**src/common/gpb_map.vh**
```
// Register map and constants for the 24-pin general-purpose port block.
// Assumes a 32-bit byte-addressed Avalon-MM slave; offsets are byte addresses.
`ifndef GPB_MAP_VH
`define GPB_MAP_VH

`define GPB_OFF_DIR 8'h00
`define GPB_OFF_PIN 8'h04
`define GPB_OFF_OUT 8'h08
`define GPB_OFF_CLR 8'h0C
`define GPB_OFF_PU 8'h10
`define GPB_OFF_PDDRV 8'h14
`define GPB_OFF_TRIG 8'h18
`define GPB_OFF_FLAG 8'h1C
`define GPB_RST_CFG 24'h000000
`define GPB_UNMAPPED_RD 32'h00000000

`endif

```
**src/core/gpb_pin_detect.v**
```verilog
// Per-pin interrupt condition detector for the port block.
// Assumes pin levels are synchronous to clk_i; one clock, synchronous reset.
`timescale 1ns/1ps
`default_nettype none
module gpb_pin_detect #(
	parameter WIDTH = 24
) (
	input wire clk_i,
	input wire rst_b_i,
	input wire [WIDTH-1:0] level_i,
	input wire [WIDTH-1:0] is_input_i,
	input wire [WIDTH-1:0] polarity_i,
	input wire [WIDTH-1:0] edge_mode_i,
	output wire [WIDTH-1:0] hit_o
);
	reg [WIDTH-1:0] prev_reg;
	genvar g;

	// Previous level, kept for edge detection
	always @(posedge clk_i) begin
		if (!rst_b_i) begin
			prev_reg <= {WIDTH{1'b0}};
		end else begin
			prev_reg <= level_i;
		end
	end

	// Level or edge of chosen polarity, only on input pins
	generate
		for (g = 0; g < WIDTH; g = g + 1) begin : g_pin
			wire act_now = polarity_i[g] ? level_i[g] : ~level_i[g];
			wire act_prev = polarity_i[g] ? prev_reg[g] : ~prev_reg[g];
			assign hit_o[g] = is_input_i[g] &
				(edge_mode_i[g] ? (act_now & ~act_prev) : act_now);
		end
	endgenerate
endmodule // gpb_pin_detect
`default_nettype wire

```
**src/core/gpb_port.v**
```verilog
// Register bank and pin control for a 24-pin general-purpose port.
// Assumes an Avalon-MM master on clk_i and pin levels synchronous to clk_i.
// Function
// A direction bit of 1 makes its pin an output, 0 an input.
// The pin input register reads 1 for a high pin and 0 for a low one.
// An output pin is driven high or low by its output data bit.
// On an input pin the output data bit selects interrupt polarity.
// Writing 1 to an output-clear bit zeroes that output bit, 0 does nothing.
// A pull-up bit of 1 turns on the pin's pull-up control.
// On an input pin the pull-down/drive bit of 1 turns on the pull-down.
// On an output pin the pull-down/drive bit of 1 selects strong drive.
// All three configuration bits at 0 leave the pin floating.
// Input with pull-up or pull-down follows the pull-up and pull-down bits.
// Direction 1 gives push-pull output regardless of the pull-up bit.
// The trigger type bit chooses edge (1) or level (0) detection.
// Detected conditions set a flag that software clears by writing 1.
// Reserved bits read zero, and configuration resets to zero.
`timescale 1ns/1ps
`default_nettype none
`include "gpb_map.vh"
module gpb_port #(
	parameter WIDTH = 24
) (
	input wire clk_i,
	input wire rst_b_i,
	input wire [7:0] avs_address_i,
	input wire avs_read_i,
	input wire avs_write_i,
	input wire [31:0] avs_writedata_i,
	input wire [3:0] avs_byteenable_i,
	output reg [31:0] avs_readdata_o,
	output wire avs_waitrequest_o,
	input wire [WIDTH-1:0] pin_level_i,
	output reg [WIDTH-1:0] pin_out_o,
	output reg [WIDTH-1:0] pin_oe_o,
	output reg [WIDTH-1:0] pin_pull_up_o,
	output reg [WIDTH-1:0] pin_pull_down_o,
	output reg [WIDTH-1:0] pin_strong_drive_o,
	output wire [WIDTH-1:0] flag_o
);
	reg [WIDTH-1:0] direction_bits_reg;
	reg [WIDTH-1:0] output_data_bits_reg;
	reg [WIDTH-1:0] pull_up_bits_reg;
	reg [WIDTH-1:0] pull_down_drive_bits_reg;
	reg [WIDTH-1:0] interrupt_trigger_type_bits_reg;
	reg [WIDTH-1:0] interrupt_flag_bits_reg;
	reg [WIDTH-1:0] interrupt_flag_bits_next;
	reg [WIDTH-1:0] output_data_bits_next;
	reg ack_reg;
	reg [31:0] rd_next;
	wire [31:0] be_mask;
	wire [31:0] wmask_full;
	wire [WIDTH-1:0] wmask;
	wire [WIDTH-1:0] wdata;
	wire [WIDTH-1:0] hit;
	wire wr_go;
	wire rd_go;

	// One wait cycle per access: ack on the cycle after request
	assign avs_waitrequest_o = (avs_read_i | avs_write_i) & ~ack_reg;
	assign wr_go = avs_write_i & ack_reg;
	assign rd_go = avs_read_i & ~ack_reg;

	// Byte enables widened to a bit mask; upper bits dropped
	assign be_mask = {{8{avs_byteenable_i[3]}}, {8{avs_byteenable_i[2]}},
		{8{avs_byteenable_i[1]}}, {8{avs_byteenable_i[0]}}};
	assign wmask_full = be_mask & avs_writedata_i;
	assign wmask = be_mask[WIDTH-1:0];
	assign wdata = avs_writedata_i[WIDTH-1:0];
	assign flag_o = interrupt_flag_bits_reg;

	// Handshake phase toggles so each request completes once
	always @(posedge clk_i) begin
		if (!rst_b_i) begin
			ack_reg <= 1'b0;
		end else if (ack_reg) begin
			ack_reg <= 1'b0;
		end else begin
			ack_reg <= avs_read_i | avs_write_i;
		end
	end

	// Condition detector on the pins
	gpb_pin_detect #(
		.WIDTH(WIDTH)
	) u_detect (
		.clk_i(clk_i),
		.rst_b_i(rst_b_i),
		.level_i(pin_level_i),
		.is_input_i(~direction_bits_reg),
		.polarity_i(output_data_bits_reg),
		.edge_mode_i(interrupt_trigger_type_bits_reg),
		.hit_o(hit)
	);

	// Output data next value: write, then clear-on-one
	always @* begin
		output_data_bits_next = output_data_bits_reg;
		if (wr_go && avs_address_i == `GPB_OFF_OUT) begin
			output_data_bits_next = (output_data_bits_reg & ~wmask) |
				(wdata & wmask);
		end else if (wr_go && avs_address_i == `GPB_OFF_CLR) begin
			output_data_bits_next = output_data_bits_reg &
				~wmask_full[WIDTH-1:0];
		end
	end

	// Flag next value: a new hit wins over a clear in the same cycle
	always @* begin
		interrupt_flag_bits_next = interrupt_flag_bits_reg;
		if (wr_go && avs_address_i == `GPB_OFF_FLAG) begin
			interrupt_flag_bits_next = interrupt_flag_bits_reg &
				~wmask_full[WIDTH-1:0];
		end
		interrupt_flag_bits_next = interrupt_flag_bits_next | hit;
	end

	// Configuration registers, all zero after reset
	always @(posedge clk_i) begin
		if (!rst_b_i) begin
			direction_bits_reg <= `GPB_RST_CFG;
			output_data_bits_reg <= `GPB_RST_CFG;
			pull_up_bits_reg <= `GPB_RST_CFG;
			pull_down_drive_bits_reg <= `GPB_RST_CFG;
			interrupt_trigger_type_bits_reg <= `GPB_RST_CFG;
			interrupt_flag_bits_reg <= `GPB_RST_CFG;
		end else begin
			output_data_bits_reg <= output_data_bits_next;
			interrupt_flag_bits_reg <= interrupt_flag_bits_next;
			if (wr_go) begin
				if (avs_address_i == `GPB_OFF_DIR) begin
					direction_bits_reg <= (direction_bits_reg & ~wmask) |
						(wdata & wmask);
				end else if (avs_address_i == `GPB_OFF_PU) begin
					pull_up_bits_reg <= (pull_up_bits_reg & ~wmask) |
						(wdata & wmask);
				end else if (avs_address_i == `GPB_OFF_PDDRV) begin
					pull_down_drive_bits_reg <=
						(pull_down_drive_bits_reg & ~wmask) | (wdata & wmask);
				end else if (avs_address_i == `GPB_OFF_TRIG) begin
					interrupt_trigger_type_bits_reg <=
						(interrupt_trigger_type_bits_reg & ~wmask) |
						(wdata & wmask);
				end
			end
		end
	end

	// Pin mode table; the pull-up bit is ignored on outputs
	always @(posedge clk_i) begin
		if (!rst_b_i) begin
			pin_out_o <= `GPB_RST_CFG;
			pin_oe_o <= `GPB_RST_CFG;
			pin_pull_up_o <= `GPB_RST_CFG;
			pin_pull_down_o <= `GPB_RST_CFG;
			pin_strong_drive_o <= `GPB_RST_CFG;
		end else begin
			pin_oe_o <= direction_bits_reg;
			pin_out_o <= output_data_bits_reg & direction_bits_reg;
			pin_pull_up_o <= pull_up_bits_reg & ~direction_bits_reg;
			pin_pull_down_o <= pull_down_drive_bits_reg &
				~direction_bits_reg;
			pin_strong_drive_o <= pull_down_drive_bits_reg &
				direction_bits_reg;
		end
	end

	// Read mux; reserved and unmapped read as zero
	always @* begin
		rd_next = `GPB_UNMAPPED_RD;
		if (avs_address_i == `GPB_OFF_DIR) begin
			rd_next[WIDTH-1:0] = direction_bits_reg;
		end else if (avs_address_i == `GPB_OFF_PIN) begin
			rd_next[WIDTH-1:0] = pin_level_i;
		end else if (avs_address_i == `GPB_OFF_OUT) begin
			rd_next[WIDTH-1:0] = output_data_bits_reg;
		end else if (avs_address_i == `GPB_OFF_PU) begin
			rd_next[WIDTH-1:0] = pull_up_bits_reg;
		end else if (avs_address_i == `GPB_OFF_PDDRV) begin
			rd_next[WIDTH-1:0] = pull_down_drive_bits_reg;
		end else if (avs_address_i == `GPB_OFF_TRIG) begin
			rd_next[WIDTH-1:0] = interrupt_trigger_type_bits_reg;
		end else if (avs_address_i == `GPB_OFF_FLAG) begin
			rd_next[WIDTH-1:0] = interrupt_flag_bits_reg;
		end
	end

	// Read data captured so it stands when waitrequest falls
	always @(posedge clk_i) begin
		if (!rst_b_i) begin
			avs_readdata_o <= `GPB_UNMAPPED_RD;
		end else if (rd_go) begin
			avs_readdata_o <= rd_next;
		end
	end
endmodule // gpb_port
`default_nettype wire

```
**config.mk**
```make
export PLATFORM = sky130hd
export DESIGN_NAME = gpb_port
export DESIGN_NICKNAME = d
export VERILOG_FILES = /design/src/core/gpb_pin_detect.v /design/src/core/gpb_port.v
export VERILOG_INCLUDE_DIRS = /design/src /design/src/common
export SDC_FILE = /design/constraint.sdc
export NUM_CORES = 1
export LEC_CHECK = 0
export BUFFER_PORTS_ARGS = -buffer_cell sky130_fd_sc_hd__buf_2
export CAP_MARGIN = 20
export CORE_ASPECT_RATIO = 1.25
export CORE_MARGIN = 2
export CORE_UTILIZATION = 35
export CTS_CLUSTER_DIAMETER = 30
export DETAILED_ROUTE_END_ITERATION = 8
export PLACE_DENSITY_LB_ADDON = 0.25
export SLEW_MARGIN = 5
export SYNTH_ARGS = -nofsm -noshare
export SYNTH_HDL_FRONTEND = slang
export SYNTH_HIERARCHICAL = 1
export SYNTH_SLANG_ARGS = --single-unit
```
**constraint.sdc**
```tcl
create_clock -name clk_i -period 1.9 [get_ports clk_i]
set_input_delay 0.19 -clock clk_i [delete_from_list [all_inputs] [get_ports clk_i]]
set_output_delay 0.19 -clock clk_i [all_outputs]
set_load 0.01 [all_outputs]
```
# Word-level counts from Yosys, hierarchy flattened
# Index checks and enable logic that the tools add are counted.
totals:
  register_bits: 313
  latchBits: 0
  ramBits: 0
  romBits: 0
  in_bits: 72
  out_inout_bits: 177
  wordCells: 264
  n_memories: 0
classes:
  addsub: 0
  multipliers: 0
  n_div: 0
  n_lt_le_gt_ge: 0
  eq_ne: 7
  shift: 0
  n_mux: 82
  bitwise_logic: 151
  reduce_logical: 10
op_table:
  columns: ["cell", "count"]
  rows:
  - ["24-bit bitwise AND", 13]
  - ["24-bit 2-to-1 mux", 10]
  - ["24-bit OR", 6]
  - ["1-bit inverter", 77]
  - ["1-bit 2-to-1 mux", 72]
  - ["24-bit inverter", 3]
  - ["1-bit bitwise AND", 51]
  - ["8-bit by 5-bit equality test with 1-bit output, second input constant", 4]
  - ["8-bit by 4-bit equality test with 1-bit output, second input constant", 2]
  - ["8-bit by 3-bit equality test with 1-bit output, second input constant", 1]
  - ["8-bit logical NOT", 1]
  - ["5-bit AND reduction", 1]
  - ["4-bit AND reduction", 1]
  - ["1-bit logical AND", 3]
  - ["3-bit AND reduction", 1]
  - ["2-bit AND reduction", 1]
  - ["2-bit nonzero test", 1]
  - ["2-bit OR reduction", 1]
  - ["1-bit OR", 1]

# Depth between registers and ports, before layout
logic_depth:
  depth_word: 8
  ltp_mapped: 7
  mapped_depth_nobuf: 5

# Cells and area by module
# The synthesis kept the hierarchy.
by_module_without_submodules:
  columns: ["mod", "n_inst", "cells_per_inst", "area_per_inst_um2", "seq_area_each_um2"]
  rows:
  - ["gpb_port", 1, 1221, 11851.4, 5785.5]
  - ["gpb_pin_detect", 1, 170, 1348.8, 480.5]

# Least setup slack after synthesis
# Ideal clock, no wire load.
synth_timing:
  path_type: "in2reg"
  startpoint: "input avs_address_i[5]"
  endpoint: "register avs_readdata_o[6]"
  setup_ns: 0.117
  arrival_ns: 1.563
  required_ns: 1.783
  setup_slack_ns: 0.219
  cell_stages: 6
  path_buffers: 2
  path_cell_list: "or4_1 -> buf_4 -> nor3_4 -> buf_4 -> a22oi_1 -> a32o_1"
synth_between:
  elab_chain_len: 8
synth_rtl:
  columns: ["item", "line_no", "rtl"]
  rows:
  - ["start, declared", "gpb_port.v:26", "input wire [7:0] avs_address_i,"]
  - ["8-bit by 5-bit equality test with 1-bit output (no source line)", null, null]
  - ["24-bit 2-to-1 mux", "gpb_port.v:183", "end else if (avs_address_i == `GPB_OFF_FLAG) begin"]
  - ["24-bit 2-to-1 mux", "gpb_port.v:181", "end else if (avs_address_i == `GPB_OFF_TRIG) begin"]
  - ["24-bit 2-to-1 mux", "gpb_port.v:179", "end else if (avs_address_i == `GPB_OFF_PDDRV) begin"]
  - ["24-bit 2-to-1 mux", "gpb_port.v:177", "end else if (avs_address_i == `GPB_OFF_PU) begin"]
  - ["24-bit 2-to-1 mux", "gpb_port.v:175", "end else if (avs_address_i == `GPB_OFF_OUT) begin"]
  - ["24-bit 2-to-1 mux", "gpb_port.v:173", "end else if (avs_address_i == `GPB_OFF_PIN) begin"]
  - ["24-bit 2-to-1 mux *", "gpb_port.v:171", "if (avs_address_i == `GPB_OFF_DIR) begin"]
  - ["end signal, assigned", "gpb_port.v:191", "avs_readdata_o <= `GPB_UNMAPPED_RD;"]
  - ["end signal, assigned", "gpb_port.v:193", "avs_readdata_o <= rd_next;"]
  - ["end, declared", "gpb_port.v:31", "output reg [31:0] avs_readdata_o,"]
# Mark *: on every way between the ends. The rest lies on a longest branch, timed or not.
# A chain may end at the register's enable or synchronous reset.

# Final worst setup path
layout_timing:
  startpoint: "register ack_reg"
  endpoint: "register interrupt_flag_bits_reg[5], in the netlist flag_o[5]"
layout_between:
  elab_chain_len: 4
layout_rtl:
  columns: ["item", "line_no", "rtl"]
  rows:
  - ["start, declared", "gpb_port.v:49", "reg ack_reg;"]
  - ["start signal, assigned", "gpb_port.v:79", "ack_reg <= avs_read_i | avs_write_i;"]
  - ["1-bit bitwise AND", "gpb_port.v:61", "assign wr_go = avs_write_i & ack_reg;"]
  - ["1-bit logical AND (no source line)", null, null]
  - ["24-bit 2-to-1 mux", "gpb_port.v:111", "if (wr_go && avs_address_i == `GPB_OFF_FLAG) begin"]
  - ["24-bit OR", "gpb_port.v:115", "interrupt_flag_bits_next = interrupt_flag_bits_next | hit;"]
  - ["end signal, assigned", "gpb_port.v:126", "interrupt_flag_bits_reg <= `GPB_RST_CFG;"]
  - ["end signal, assigned", "gpb_port.v:129", "interrupt_flag_bits_reg <= interrupt_flag_bits_next;"]
  - ["end, declared", "gpb_port.v:46", "reg [WIDTH-1:0] interrupt_flag_bits_reg;"]
# Every way passes these cells.

==> impl_metrics.csv <==
group,metric,value,unit
run_status,status,"complete, no violations",
routing,vias,12000,
die,dieArea,39300,um2
logic_synthesis,synthAdderAreaFrac,0,
power_and_ir_drop,pwr-share-seq,0.366,
logic_synthesis,synth.yosys.seq_area_share,0.475,
logic_synthesis,synthArstFlopShare,0,
timing,period_needed,1.75,ns
placement,place.gp.congestion,0.869,
timing,hold_viol,0,
worst_setup_path,r2r_cells,5,
timing,setup_ws,0.151,ns
finish,syn2layout_area_growth,34.7,%
logic_synthesis,avgSynthCellArea,9.49,um2
placement,port_buffers,231,
worst_setup_path,path_max_fanout,10,
die,ios,249,
cts,cts_num_sinks,313,
global_route,groute.usage.overall,0.222,
cts,root_buffer,"clkbuf_16",
finish,nNetsFinal,1765,
logic_synthesis,synthCells,1391,
timing,maxSlewViolCount,0,
routing,routed.top_layer,"met5",
global_route,grt_pass1_wl,68200,um
timing,finalClockSkew,0.0174,ns
power_and_ir_drop,p_sw_frac,0.225,
timing,fin_crit_sh,0.921,
timing,maxSlewHeadroom,0.624,
cts,cts_buffers,55,
timing,rsz0062_at_grt,"false",
routing,drt_first_pass_iters,5,
worst_setup_path,critPathRequiredTime,2.36,ns
timing,worst_slew_pin_slew,0.564,ns
worst_setup_path,rr_startpoint,"ack_reg$_SDFF_PP0_",
worst_hold_path,holdPathEnd,"ack_reg$_SDFF_PP0_",
timing,fmax,572,MHz
logic_synthesis,ys_ff_latch,313,
routing,wl_met3,2970,um
logic_synthesis,netlist_area,13200,um2
logic_synthesis,synth_top_family_by_area,"compound AO/OA/AOI/OAI gates",
timing,fin_tns_setup,0,ns
logic_synthesis,synth-simple-area-share,0.195,
placement,pre_cts_slack,-0.0441,ns
worst_hold_path,hold_depth,4,
logic_synthesis,synth_area_leaders,"dfxtp_1 (47%), a21boi_0 (5.3%), and3_1 (4.6%), o21ai_0 (3.9%), mux2i_1 (3.6%)",
die,rows,79,
run,maxCapViolations,0,
worst_setup_path,reg2reg_to,"flag_o[5]$_SDFF_PN0_",
logic_synthesis,yosysTopAreaCell,"dfxtp_1",
cts,cts_buffer_depth,3,
logic_synthesis,synth_top_area_frac,0.475,
power_and_ir_drop,power_density,1030,nW/um2
power_and_ir_drop,combinationalPowerShare,0.055,
die,start_util,0.355,
worst_setup_path,worstPathArrival,2.20,ns
worst_hold_path,hold_path_class,"input pin to flip-flop",
routing,drc_errors,0,
logic_synthesis,yosysMostFrequentCell,"dfxtp_1",
finish,final_layout_size_suffix_gt1_frac,0.267,
die,dieWidth,178,um
logic_synthesis,yosysUniqueCellTypes,60,
global_route,grt_max_degree,150,
logic_synthesis,synthXorXnorAreaFrac,0,
logic_synthesis,synth_edf_count,0,
worst_setup_path,path_class,"flip-flop to flip-flop",
power_and_ir_drop,p_int,14.2,mW
cts,tritoncts,"built",
logic_synthesis,synthTopCellsByCount,"dfxtp_1 (313), o21ai_0 (104), and3_1 (98)",
power_and_ir_drop,p_leak,7.61,nW
cts,cts_max_level,2,
logic_synthesis,synthMuxAreaShare,0.0577,
cts,clkLatencyLatePin,0.57,ns
logic_synthesis,synth_compound_area_frac,0.225,
logic_synthesis,yosysWarnings,6,
worst_setup_path,end_kind,"flip-flop",
routing,m1WireLength,18300,um
worst_setup_path,timing.reg2reg.setup_slack,0.15,ns
routing,wire_per_inst,20.0,um
worst_setup_path,start_kind,"flip-flop",
routing,drtIter0Drc,771,
power_and_ir_drop,total_power,18.3,mW
routing,ant_nets,0,
die,coreArea,37200,um2
routing,routed-wl-met2,21400,um
power_and_ir_drop,p_clk_frac,0.579,
placement,dp_hpwl,29600,um
global_route,antenna_found_initial,4,
global_route,grt_pass1_vias,11900,
timing,setup_viol,0,
routing,viasPerCell,5.39,
cts,cts.clk_slew.worst_paths,0.06,ns
logic_synthesis,synthFlopType,"dfxtp_1",
routing,drt_wl_total,44500,um
power_and_ir_drop,ir_worst_vdd,0.726,mV
worst_hold_path,hp-start,"avs_read_i",
die,die_y,221,um
power_and_ir_drop,p_sw,4.12,mW
global_route,grt_overflow,0,
## area by class of cell
type / count / area, um2
tap: 486 / 608
antenna: 2 / 5.00
clock inverter: 34 / 498
multi-input combinational: 945 / 6370
sequential: 313 / 6270
clock buffer: 67 / 1520
inverter: 27 / 101
timing repair buffer: 351 / 2420
fill: 3555 / 19400
## power groups by stage
stage                     logic (mW)  registers, mW  clock network [mW]
after floorplan                0.490           6.83                   0
after global placement         0.898           6.82                   0
after detailed placement       0.911           6.82                   0
after CTS                      0.999           6.69                10.7
after global routing            1.08           6.69                11.0
final                           1.01           6.69                10.6
## cells by family (layout without fill, tap and decap cells)
| logic type | Yosys count | in the layout |
|---|---|---|
| AO/OA/AOI/OAI | 429 | 429 |
| buffers and inverters | 140 | 479 |
| flip-flops | 313 | 313 |
| multiplexers | 73 | 73 |
| other | 1 | 10 |
| AND/OR/NAND/NOR | 435 | 435 |
## through the flow
step,cells,hold slack [ns],util,cell area (um2)
4_1_cts,2223,0.0923,0.478,17800
3_3_place_gp,2072,0.437,0.411,15300
5_1_grt,2223,0.142,0.478,17800
6_report,2225,0.124,0.479,17800
3_5_place_dp,2072,0.442,0.411,15300
2_1_floorplan,1398,0.312,-,13200
## layout by cell type (no fill, tap or decap), types with 46 or more instances in the layout
cell           synthesis  routed
buf_2                 15     229
clkbuf_16              0      56
o21ai_0              104     104
nand3_1               75      75
nand2_1               67      67
dfxtp_1              313     313
o21a_1                53      53
a21boi_0              93      93
and3_1                98      98
nor2b_1               68      68
mux2i_1               48      48
a22oi_1               46      46
buf_4                 11      53
dlygate4sd3_1          0      50
## critical path, stage by stage (launching register included)
cell and delay [ns]:
dfxtp_1 0.48, nand3_1 0.29, nor4_2 0.32, buf_4 0.25
a21boi_0 0.12, o21a_1 0.18
## what timing repair did
item / in CTS / in global routing
endpoints found under the hold margin: 142 / 0
resized for setup: 0 / 0
buffers inserted: 0 / 0
hold buffers: 50 / 0
## metal layers
metal	track usage	vias up
met3	0.0479	119
met1	0.270	5747
met2	0.369	458
met5	0	-
met4	0.109	4
li1	-	5661
## worst max path at each step
stage                       start                        endpoint
2_1_floorplan    avs_address_i[5]  avs_readdata_o[6]$_SDFFE_PN0P_
3_3_place_gp     avs_address_i[5]                       flip-flop
3_5_place_dp     avs_address_i[5]                       flip-flop
4_1_cts        ack_reg$_SDFF_PP0_            flag_o[5]$_SDFF_PN0_
5_1_grt        ack_reg$_SDFF_PP0_            flag_o[5]$_SDFF_PN0_
6_report       ack_reg$_SDFF_PP0_            flag_o[5]$_SDFF_PN0_
Note: power is estimated with default switching activity, not from simulation.
